==> src/design/slc_pkg.sv <==
// shared constants and types for the segmented instruction cache
// assumes a single 125 MHz clock domain and 16-bit instruction words
package slc_pkg;
    localparam int SLC_PTR_W = 32;
    localparam int SLC_WORD_W = 16;
    localparam int SLC_CAP_BYTES = 256;
    localparam int SLC_SEG_BYTES = 64;
    localparam int SLC_SEG_N = 4;
    localparam int SLC_SUB_N = 8;
    localparam int SLC_SUB_WORDS = 4;
    localparam int SLC_TAG_W = 23;
    // bit positions inside the bit-granular fetch pointer
    localparam int SLC_WORD_LSB = 4;
    localparam int SLC_SUB_LSB = 6;
    localparam int SLC_TAG_LSB = 9;
    localparam logic [3:0] SLC_PTR_ZERO = 4'h0;
    localparam logic [5:0] SLC_SUB_ZERO = 6'h00;
    localparam logic [31:0] SLC_VALID_RST = 32'h0000_0000;
    localparam logic [3:0] SLC_USED_RST = 4'h0;
    localparam logic [1:0] SLC_LAST_BEAT = 2'h3;

    typedef enum logic [1:0] {
        SLC_IDLE = 2'b00,
        SLC_LOOK = 2'b01,
        SLC_FILL = 2'b10
    } slc_state_t;
endpackage

==> src/design/slc_lru.sv <==
// usage-order stack: segment indices from most to least recently used
// assumes touch is a one-cycle pulse synchronous to clk
`timescale 1ns/1ps
module slc_lru import slc_pkg::*; #(
    parameter int NSEG = SLC_SEG_N
) (
    input wire logic clk, // system clock
    input wire logic rst_b, // synchronous reset, active low
    input wire logic touch, // access pulse
    input wire logic [$clog2(NSEG)-1:0] touch_idx, // segment accessed
    output logic [$clog2(NSEG)-1:0] victim // least recently used segment
);
    localparam int IW = $clog2(NSEG);

    if (NSEG < 2 || (1 << IW) != NSEG) begin : g_chk
        $error("slc_lru: NSEG must be a power of two, at least 2");
    end

    logic [IW-1:0] stack_r [NSEG];

    logic [NSEG-1:0] present;

    // true when idx sits above position pos: entries from pos down keep their place
    function automatic logic found_above(input int pos, input logic [IW-1:0] idx);
        logic f;
        f = 1'b0;
        for (int j = 0; j < pos; j++) begin
            if (stack_r[j] == idx) begin
                f = 1'b1;
            end
        end
        return f;
    endfunction

    // every index must appear once, or a segment could never be chosen as victim
    always_comb begin
        present = '0;
        for (int i = 0; i < NSEG; i++) begin
            present[stack_r[i]] = 1'b1;
        end
    end

    always_ff @(posedge clk) begin
        if (!rst_b) begin
            for (int i = 0; i < NSEG; i++) begin
                stack_r[i] <= IW'(i);
            end
        end else if (touch) begin
            stack_r[0] <= touch_idx;
            for (int i = 1; i < NSEG; i++) begin
                stack_r[i] <= found_above(i, touch_idx) ? stack_r[i] : stack_r[i-1];
            end
        end
    end

    assign victim = stack_r[NSEG-1];

    a_lru_top: assert property (@(posedge clk) disable iff (!rst_b)
        touch |=> stack_r[0] == $past(touch_idx))
        else $error("touched segment not at top of usage stack");
    a_lru_perm: assert property (@(posedge clk) disable iff (!rst_b)
        present == '1)
        else $error("usage stack holds a duplicate index");
endmodule // slc_lru

==> src/design/slc_cache.sv <==
// four-segment instruction cache with per-subsegment valid flags
// assumes fetch and fill sides are synchronous logic on SYS_CLK
`timescale 1ns/1ps
module slc_cache import slc_pkg::*; (
    input wire logic SYS_CLK, // 125 MHz clock
    input wire logic RST_B, // synchronous reset, active low
    input wire logic FETCH_REQ, // fetch request, held until ack
    input wire logic [SLC_PTR_W-1:0] FETCH_PTR, // instruction_fetch_pointer, bit address
    output logic FETCH_ACK, // fetch done pulse
    output logic [SLC_WORD_W-1:0] FETCH_DATA, // fetched instruction word
    input wire logic FLUSH, // invalidate pulse from host control
    output logic FILL_REQ, // fill request, held until four beats
    output logic [SLC_PTR_W-1:0] FILL_ADDR, // bit address of subsegment start
    input wire logic FILL_VALID, // fill data beat
    input wire logic [SLC_WORD_W-1:0] FILL_DATA // fill word, lowest address first
);
    localparam int SEG_IW = $clog2(SLC_SEG_N);
    localparam int SUB_IW = $clog2(SLC_SUB_N);
    localparam int WRD_IW = $clog2(SLC_SUB_WORDS);
    localparam int MEM_N = SLC_SEG_N * SLC_SUB_N * SLC_SUB_WORDS;

    if (MEM_N * 2 != SLC_CAP_BYTES || SLC_SUB_N * SLC_SUB_WORDS * 2 != SLC_SEG_BYTES
        || SLC_TAG_LSB + SLC_TAG_W != SLC_PTR_W) begin : g_chk
        $error("slc_cache: geometry constants are inconsistent");
    end

    ////////////////////////////////////////////////////////////////////////
    // storage and lookup

    slc_state_t state_r;
    logic [SLC_PTR_W-1:0] ptr_r;
    logic [SLC_TAG_W-1:0] tag_r [SLC_SEG_N];
    logic [SLC_SEG_N-1:0] used_r;
    logic [SLC_SEG_N*SLC_SUB_N-1:0] valid_r;
    logic [SLC_WORD_W-1:0] mem [MEM_N];
    logic [WRD_IW-1:0] cnt_r;
    logic [SEG_IW-1:0] fill_seg_r;
    logic flush_seen_r;
    logic [SEG_IW-1:0] victim;
    logic [SEG_IW-1:0] hit_seg;
    logic tag_hit;
    logic hit;
    logic fill_done;

    wire [SLC_TAG_W-1:0] look_tag = ptr_r[SLC_TAG_LSB +: SLC_TAG_W];
    wire [SUB_IW-1:0] look_sub = ptr_r[SLC_SUB_LSB +: SUB_IW];
    wire [WRD_IW-1:0] look_wrd = ptr_r[SLC_WORD_LSB +: WRD_IW];

    function automatic logic [SEG_IW+SUB_IW+WRD_IW-1:0] mem_idx(
        input logic [SEG_IW-1:0] s, input logic [SUB_IW-1:0] u, input logic [WRD_IW-1:0] w);
        return {s, u, w};
    endfunction

    always_comb begin
        tag_hit = 1'b0;
        hit_seg = '0;
        for (int i = SLC_SEG_N - 1; i >= 0; i--) begin
            if (used_r[i] && tag_r[i] == look_tag) begin
                tag_hit = 1'b1;
                hit_seg = SEG_IW'(i);
            end
        end
    end

    assign hit = tag_hit && valid_r[{hit_seg, look_sub}];
    assign fill_done = state_r == SLC_FILL && FILL_VALID && cnt_r == SLC_LAST_BEAT;

    slc_lru #(
        .NSEG(SLC_SEG_N)
    ) u_lru (
        .clk(SYS_CLK),
        .rst_b(RST_B),
        .touch(state_r == SLC_LOOK && !FLUSH && hit),
        .touch_idx(hit_seg),
        .victim(victim)
    );

    ////////////////////////////////////////////////////////////////////////
    // sequencing: lookup, allocate, fill, retry

    always_ff @(posedge SYS_CLK) begin
        if (!RST_B) begin
            state_r <= SLC_IDLE;
            ptr_r <= '0;
        end else begin
            case (state_r)
                SLC_IDLE: begin
                    if (FETCH_REQ) begin
                        ptr_r <= FETCH_PTR;
                        state_r <= SLC_LOOK;
                    end
                end
                SLC_LOOK: begin
                    // a flush in this cycle holds the lookup one cycle, then retries
                    if (FLUSH) begin
                        state_r <= SLC_LOOK;
                    end else if (hit) begin
                        state_r <= SLC_IDLE;
                    end else begin
                        state_r <= SLC_FILL;
                    end
                end
                SLC_FILL: begin
                    if (fill_done) begin
                        state_r <= SLC_LOOK;
                    end
                end
                default: begin
                    state_r <= SLC_IDLE;
                end
            endcase
        end
    end

    always_ff @(posedge SYS_CLK) begin
        if (!RST_B) begin
            used_r <= SLC_USED_RST;
            fill_seg_r <= '0;
            for (int i = 0; i < SLC_SEG_N; i++) begin
                tag_r[i] <= '0;
            end
        end else if (FLUSH) begin
            used_r <= SLC_USED_RST;
        end else if (state_r == SLC_LOOK && !hit) begin
            if (tag_hit) begin
                fill_seg_r <= hit_seg;
            end else begin
                fill_seg_r <= victim;
                tag_r[victim] <= look_tag;
                used_r[victim] <= 1'b1;
            end
        end
    end

    // flush beats a fill completing in the same cycle: stale data must not survive
    always_ff @(posedge SYS_CLK) begin
        if (!RST_B || FLUSH) begin
            valid_r <= SLC_VALID_RST;
        end else if (state_r == SLC_LOOK && !tag_hit) begin
            valid_r[victim*SLC_SUB_N +: SLC_SUB_N] <= '0;
        end else if (fill_done && !flush_seen_r) begin
            valid_r[{fill_seg_r, look_sub}] <= 1'b1;
        end
    end

    always_ff @(posedge SYS_CLK) begin
        if (!RST_B) begin
            cnt_r <= '0;
            flush_seen_r <= 1'b0;
        end else if (state_r == SLC_LOOK) begin
            cnt_r <= '0;
            flush_seen_r <= 1'b0;
        end else if (state_r == SLC_FILL) begin
            if (FILL_VALID) begin
                cnt_r <= cnt_r + 1'b1;
            end
            if (FLUSH) begin
                flush_seen_r <= 1'b1;
            end
        end
    end

    always_ff @(posedge SYS_CLK) begin
        if (state_r == SLC_FILL && FILL_VALID) begin
            mem[mem_idx(fill_seg_r, look_sub, cnt_r)] <= FILL_DATA;
        end
    end

    ////////////////////////////////////////////////////////////////////////
    // registered outputs

    always_ff @(posedge SYS_CLK) begin
        if (!RST_B) begin
            FETCH_ACK <= 1'b0;
            FETCH_DATA <= '0;
        end else begin
            FETCH_ACK <= state_r == SLC_LOOK && !FLUSH && hit;
            if (state_r == SLC_LOOK && !FLUSH && hit) begin
                FETCH_DATA <= mem[mem_idx(hit_seg, look_sub, look_wrd)];
            end
        end
    end

    always_ff @(posedge SYS_CLK) begin
        if (!RST_B) begin
            FILL_REQ <= 1'b0;
            FILL_ADDR <= '0;
        end else if (state_r == SLC_LOOK && !FLUSH && !hit) begin
            FILL_REQ <= 1'b1;
            FILL_ADDR <= {ptr_r[SLC_PTR_W-1:SLC_SUB_LSB], SLC_SUB_ZERO};
        end else if (fill_done) begin
            FILL_REQ <= 1'b0;
        end
    end

    ////////////////////////////////////////////////////////////////////////
    // checks

    a_fill_on_miss: assert property (@(posedge SYS_CLK) disable iff (!RST_B)
        $rose(FILL_REQ) |-> $past(state_r == SLC_LOOK && !hit))
        else $error("fill requested without a miss");
    a_ack_on_hit: assert property (@(posedge SYS_CLK) disable iff (!RST_B)
        FETCH_ACK |-> $past(state_r == SLC_LOOK && tag_hit && valid_r[{hit_seg, look_sub}]))
        else $error("ack given without a valid subsegment");
    a_ack_data: assert property (@(posedge SYS_CLK) disable iff (!RST_B)
        FETCH_ACK |-> FETCH_DATA == $past(mem[mem_idx(hit_seg, look_sub, look_wrd)]))
        else $error("fetched word differs from stored word");
    a_alloc_tag: assert property (@(posedge SYS_CLK) disable iff (!RST_B)
        (state_r == SLC_LOOK && !FLUSH && !tag_hit)
        |=> tag_r[$past(victim)] == $past(look_tag) && fill_seg_r == $past(victim))
        else $error("allocation did not load the victim tag");
    a_alloc_clear: assert property (@(posedge SYS_CLK) disable iff (!RST_B)
        (state_r == SLC_LOOK && !tag_hit)
        |=> valid_r[$past(victim)*SLC_SUB_N +: SLC_SUB_N] == '0)
        else $error("allocation left valid flags set");
    a_flush_clear: assert property (@(posedge SYS_CLK) disable iff (!RST_B)
        FLUSH |=> valid_r == SLC_VALID_RST && used_r == SLC_USED_RST)
        else $error("flush left cache contents valid");
    a_fill_sets: assert property (@(posedge SYS_CLK) disable iff (!RST_B)
        (fill_done && !flush_seen_r && !FLUSH)
        |=> valid_r[{fill_seg_r, look_sub}] ##1 (FETCH_ACK || $past(FLUSH)))
        else $error("completed fill did not validate its subsegment");
    a_flush_hold: assert property (@(posedge SYS_CLK) disable iff (!RST_B)
        (state_r == SLC_LOOK && FLUSH) |=> state_r == SLC_LOOK && !FETCH_ACK && !FILL_REQ)
        else $error("lookup not held for a flush");
    a_fill_addr: assert property (@(posedge SYS_CLK) disable iff (!RST_B)
        FILL_REQ |-> FILL_ADDR[SLC_SUB_LSB-1:0] == SLC_SUB_ZERO
        && FILL_ADDR[SLC_PTR_W-1:SLC_TAG_LSB] == look_tag)
        else $error("fill address not aligned to the subsegment");
endmodule // slc_cache

==> config.mk <==
export PLATFORM = sky130hd
export DESIGN_NAME = slc_cache
export DESIGN_NICKNAME = d
export VERILOG_FILES = /design/src/design/slc_pkg.sv /design/src/design/slc_lru.sv /design/src/design/slc_cache.sv
export SDC_FILE = /design/constraint.sdc
export NUM_CORES = 2
export LEC_CHECK = 0
export BUFFER_PORTS_ARGS = -buffer_cell sky130_fd_sc_hd__buf_4
export CAP_MARGIN = 5
export CORE_MARGIN = 5
export CORE_UTILIZATION = 54
export DETAILED_ROUTE_END_ITERATION = 10
export PLACE_DENSITY_LB_ADDON = 0.05
export SKIP_LAST_GASP = 1
export SLEW_MARGIN = 25
export SYNTH_ARGS = -nofsm -noshare
export SYNTH_HDL_FRONTEND = slang
export SYNTH_SLANG_ARGS = --single-unit
==> constraint.sdc <==
create_clock -name SYS_CLK -period 10.5 [get_ports SYS_CLK]
set_clock_uncertainty 0.2 [all_clocks]
set_input_delay 1.05 -clock SYS_CLK [delete_from_list [all_inputs] [get_ports SYS_CLK]]
set_output_delay 1.05 -clock SYS_CLK [all_outputs]
set_load 0.02 [all_outputs]
---- Yosys cells after proc, flatten, opt, wreduce, memory -nomap -nowiden ----
Memory sizes are Yosys's and may differ from the RTL's. A register that Yosys moved wholly into a read port is not among the register bits.
Cells that the tools add are included.
word-level totals
  output and inout port bits .............. 50
  RAM bits ................................ 2148
  register bits ........................... 103
  logic and storage cells ................. 132
  memories kept ........................... 3
memories
  memory         depth  width  rd ports  clocked after Yosys merged registers in  wr ports  line             source
  mem            128    16     1         1                                        1         slc_cache.sv:35  logic [SLC_WORD_W-1:0] mem [MEM_N];
  tag_r          4      23     4         0                                        4         slc_cache.sv:32  logic [SLC_TAG_W-1:0] tag_r [SLC_SEG_N];
  u_lru.stack_r  4      2      4         0                                        4         slc_lru.sv:19    logic [IW-1:0] stack_r [NSEG];
cells by class
  equality and inequality tests ........... 12
  reduce and logical (&&, ||, !) cells .... 34
  shift operators ......................... 2
  order comparisons ....................... 5
  multiplexer cells ....................... 55
  add/sub/neg operators ................... 2
  bitwise logic cells ..................... 9
operators with widths
  cell                                                          number
  == test 23 bit                                                4
  2-to-1 mux 32 bit                                             2
  2-to-1 mux 2 bit                                              17
  negator 5 -> 34 bit                                           1
  variable shift 8 x 34 -> 32 bit (first input constant)        1
  variable part select 8 x 34 -> 32 bit (first input constant)  1
  bitwise mux 32 bit                                            1
  bitwise OR 32 bit                                             1
  2-to-1 mux 1 bit                                              30
  2-to-1 mux 23 bit                                             1
  OR reduction 23 bit                                           1
  logical AND 1 bit                                             15
  < comparator 5 x 6 -> 1 bit (second input constant)           2
  AND reduction 2 bit                                           6
  == test 2 bit                                                 3
  logical NOT 1 bit                                             6
  case mux 2 bit (3 select lines)                               1
  binary-select mux 1 bit (select 5 bit)                        1
  demux 1 bit (select 5 bit)                                    1
  >= comparator 5 x 1 -> 1 bit (second input constant)          1
  == test 2 bit (second input constant)                         2
  != test 2 bit (second input constant)                         2
  bitwise OR 1 bit                                              4
  bitwise OR 4 bit                                              1
  other kinds (10)                                              14

---- Depth between registers and ports, before layout ----
An unclocked memory read counts as a cell.
  depth in word-level cells ............... 18
  mapped depth ............................ 12
  depth with buffers taken out ............ 9

---- Modules after synthesis ----
From an unflattened synthesis, not the netlist that was laid out.
second synthesis, totals
  cells, all modules ...................... 4315
  area total of the unflattened synthesis .. 88597.5 sq um
modules (own cells, without submodules)
  module     sequential area each (sq um)  instances  cells each  area each (sq um)
  slc_cache  66563.8                       1          4285        88215.9
  slc_lru    240.2                         1          30          381.6

---- Worst setup path before layout ----
OpenSTA, ideal clock, no wires.
  kind .................................... register to register
  start ................................... reg ptr_r[16]
  end ..................................... mem tag_r[0][0], enable pin
  buffers on the path ..................... 3
  cell stages (with the launch flop) ...... 12
  arrival ................................. 3.579 ns
  setup slack ............................. 6.286 ns
  path through ............................ dfxtp_1 -> buf_2 -> xor2_1 -> nor4_1 -> and4_1 -> nand2_1 -> and3_1 -> clkbuf_1 -> nand2_1 -> or3_1 -> buf_2 -> o21ai_0
RTL lines
  element                 line             source
  from (decl)             slc_cache.sv:31  logic [SLC_PTR_W-1:0] ptr_r;
  from (signal assigned)  slc_cache.sv:84  ptr_r <= '0;
  from (signal assigned)  slc_cache.sv:89  ptr_r <= FETCH_PTR;
  to (decl)               slc_cache.sv:32

---- Final worst setup path ----
  start ................................... reg ptr_r[27]
  end ..................................... reg FETCH_DATA[13] (read register of mem)
on the way
  word-level cells in the longest chain between the ends .. 10
  elaborated cells between the ends (all ways) .. 20
ends and longest elaborated chain
  element                                 line              source
  == test 23 bit                          slc_cache.sv:58   if (used_r[i] && tag_r[i] == look_tag) begin
  logical AND 1 bit                       slc_cache.sv:58
  2-to-1 mux 2 bit (4 in a row)           slc_cache.sv:58
  binary-select mux 1 bit (select 5 bit)  slc_cache.sv:65   assign hit = tag_hit && valid_r[{hit_seg, look_sub}];
  2-to-1 mux 1 bit (not written as such)  slc_cache.sv:65
  logical AND 1 bit                       slc_cache.sv:65
  logical AND 1 bit                       slc_cache.sv:178  if (state_r == SLC_LOOK && !FLUSH && hit) begin
  to (decl)                               slc_cache.sv:10   output logic [SLC_WORD_W-1:0] FETCH_DATA,
Several ways; a longest one is shown, not always the timed one. The select of a mux whose other input is x is not followed.
A chain may end at the register's enable or synchronous reset.

==> flow_summary.ini <==
[power_and_ir_drop]
p_int_uw = 14500
pwr-share-clk = 0.410
ir_drop_v = 0.000179
static-leakage-power_uw = 0.0306
pwr-share-seq = 0.538
swShare = 0.215
p_sw_uw = 3970
power.density_mw_per_mm2 = 188
combPwrFrac = 0.053

[setup_path]
crit_top_cell = buf_4
path_buf_inv = 2
crit_required_ps = 11030
arrival_ps = 5390
crit_path_end_kind = flip-flop
path_class = flip-flop to flip-flop
cpMaxStageDelayCell = mux2i_1
critPathMaxFanout = 34
critPathTopFamily = simple AND/OR/NAND/NOR gates
start_kind = flip-flop
path_cells = xnor2_1, nand4_1, nor4_1, nand2_1, a211oi_4, buf_4, buf_4, mux2i_1, a211oi_1, o31a_1
cpPeakStageDelay_ps = 710

[final_layout]
area_growth_pct = 12.4
fin_area_mm2 = 0.0986
nFillCells = 11700
multi_input_area_mm2 = 0.0198
drive_gt1_frac = 0.256
seqCellArea_mm2 = 0.0668
fin_nets = 4564

[global_routing]
grt_busiest_layer = met2
grt_pass1_wl_um = 311000
use_met1 = 0.378
grt_pass1_vias = 42900
use_met2 = 0.399
overflow = 0
grt_start_max_net_pins = 122
use_met3 = 0.0415
antenna_found_initial = 7
grtUsageTotal = 0.255

[logic_synthesis]
netlist_instances = 4256
synth_edf_count = 2148
syn_area_mm2 = 0.0878
synth_top_area_share = 0.735
synth_warnings = 0
ys_types = 67
synthTopCellsByArea = edfxtp_1 (73%), mux4_2 (14%), dfxtp_1 (2.6%)
ys_ff_latch = 2263
synth_top_flop_cell = edfxtp_1
async_reset_ff_frac = 0
yosysSeqAreaShare = 0.761
yosys.area.top_type = edfxtp_1
avgSynthCellArea_um2 = 20.6

[cts]
cts_sinks = 2263
cts.repair.resized = 0
clk_latency_ps = 840
cts_buffers = 221
clock_path_buffers = 3
cts.clk_slew.worst_paths_ps = 60
root_buffer = clkbuf_16
holdBufCountCts = 0
cts_setup_buffers = 0
tritoncts = yes
cts_max_level = 4

[run]
drv_cap = 0

[route]
drc = 0
wl_per_cell_um = 31.4
firstDrtPassIters = 6
drt_iter0_drc = 5107
drt-vias-per-instance = 6.23
drt_wl_total_um = 216000
route.vias.total = 42900
ant_nets = 0

[timing]
final.min_clock_period_ps = 4860
setup_viol_count_final = 0
fin_crit_sh = 0.463
drv_slew = 0
rsz0062_at_grt = no
final.setup.tns_ps = 0
max_slew_margin = 0.250
final-hold-violation-count = 0
max_freq_mhz = 206
tightest_slew_ps = 1130

[floorplan]
die_h_um = 413
dieArea_mm2 = 0.171
core.rowCount = 148
start_util = 0.541
die_w_um = 413
io_pins = 103
core_area_mm2 = 0.162

[placed_design]
io_buffers = 92
dp.final_hpwl_um = 126000
placed_area_mm2 = 0.0917
gp_congestion = 0.829

[worst_hold_path]
hold_class = flip-flop to flip-flop

[status]
status = complete, no violations
worst paths after layout:
check	from	to	slack (ps)	depth (start not counted)
worst min register to register	used_r[1]	used_r[1]	260	2
worst max-delay path	ptr_r[27]	FETCH_DATA[13]	5640	10
worst min-delay path	used_r[1]	used_r[1]	260	2
worst max register to register	ptr_r[27]	FETCH_DATA[13]	5640	10
through the flow:
stage | hold WS, ps | setup slack [ps] | std cells | util | power [uW]
5_1_grt | 237 | 5380 | 6869 | 0.608 | 19100
4_1_cts | 196 | 5570 | 6869 | 0.608 | 18700
2_1_floorplan | 231 | 6290 | 4261 | - | 10700
3_3_place_gp | 242 | 5610 | 6461 | 0.565 | 11100
3_5_place_dp | 253 | 5590 | 6462 | 0.565 | 11100
6_report | 263 | 5640 | 6876 | 0.608 | 18500
registers in the layout, indices dropped and copies added, names as in the netlist, 4 cells and up:
signal / flops
ptr_r: 28
FILL_ADDR: 26
tag_r: 92
valid_r: 32
u_lru.stack_r: 8
mem: 2048
used_r: 4
FETCH_DATA: 16
kinds of logic after synthesis:
kind of cell,Yosys count,share of synthesized area
other,1,0.0000427
and+or+nand+nor,560,0.0296
buffers and inverters,299,0.0152
DFF,2263,0.761
xor gates and xnor gates,99,0.00988
adders and majority gates,1,0.000143
muxes,622,0.151
AOI/OAI and AO/OA,411,0.0327
worst register-to-register path, stage by stage, from the launching register on:
cell and delay (ps):
dfxtp_1 420, xnor2_1 390, nand4_1 160, nor4_1 610
nand2_1 300, a211oi_4 320, buf_4 460, buf_4 560
mux2i_1 750, a211oi_1 260, o31a_1 340
Yosys cell counts, types with 12 or more instances:
master	number
edfxtp_1	2148
mux4_2	564
nor2_1	224
a22oi_1	149
nand2_1	148
clkbuf_1	133
dfxtp_1	115
a21oi_1	82
buf_2	77
xnor2_1	61
a21boi_0	56
nor2b_1	47
mux2i_1	46
buf_1	38
xor2_1	38
inv_1	30
nand4_1	30
and3_1	28
o21ai_0	27
o211ai_1	18
nand3_1	16
a22o_1	14
nand2b_1	14
mux2_2	12
nor4_1	12
routing by layer:
metal	vias up	wire length [um]
met1	22900	91100
met4	0	6290
met2	1618	103000
met5	-	0
met3	302	15300
li1	18000	-
placed cells by master, fill, tap and decap left out, drive strengths merged, types with 18 or more instances in the layout:
cell type / n
and3: 28
nand2: 148
clkbuf: 279
nor2b: 47
xor2: 38
nand4: 30
inv: 41
edfxtp: 2148
a21oi: 82
a21boi: 58
clkinv: 97
mux4: 564
mux2i: 46
o21ai: 31
o211ai: 18
dfxtp: 115
xnor2: 61
a22oi: 149
buf: 295
nor2: 225
area by class of cell:
type	instances	area share
sequential	2263	0.678
multi-input combinational	1699	0.200
clock buffer	279	0.0592
tap	2175	0.0276
timing repair buffer	295	0.0235
clock inverter	128	0.0106
inverter	30	0.00114
antenna	7	0.000178
power groups by stage:
stage          registers (uW)  logic (uW)  clock network [uW]
6_report                 9950         974                7580
5_1_grt                  9950        1040                8110
4_1_cts                  9950         987                7730
3_5_place_dp            10100         986                   0
3_3_place_gp            10100         975                   0
2_1_floorplan           10100         591                   0
(Power assumes the default switching activity.)
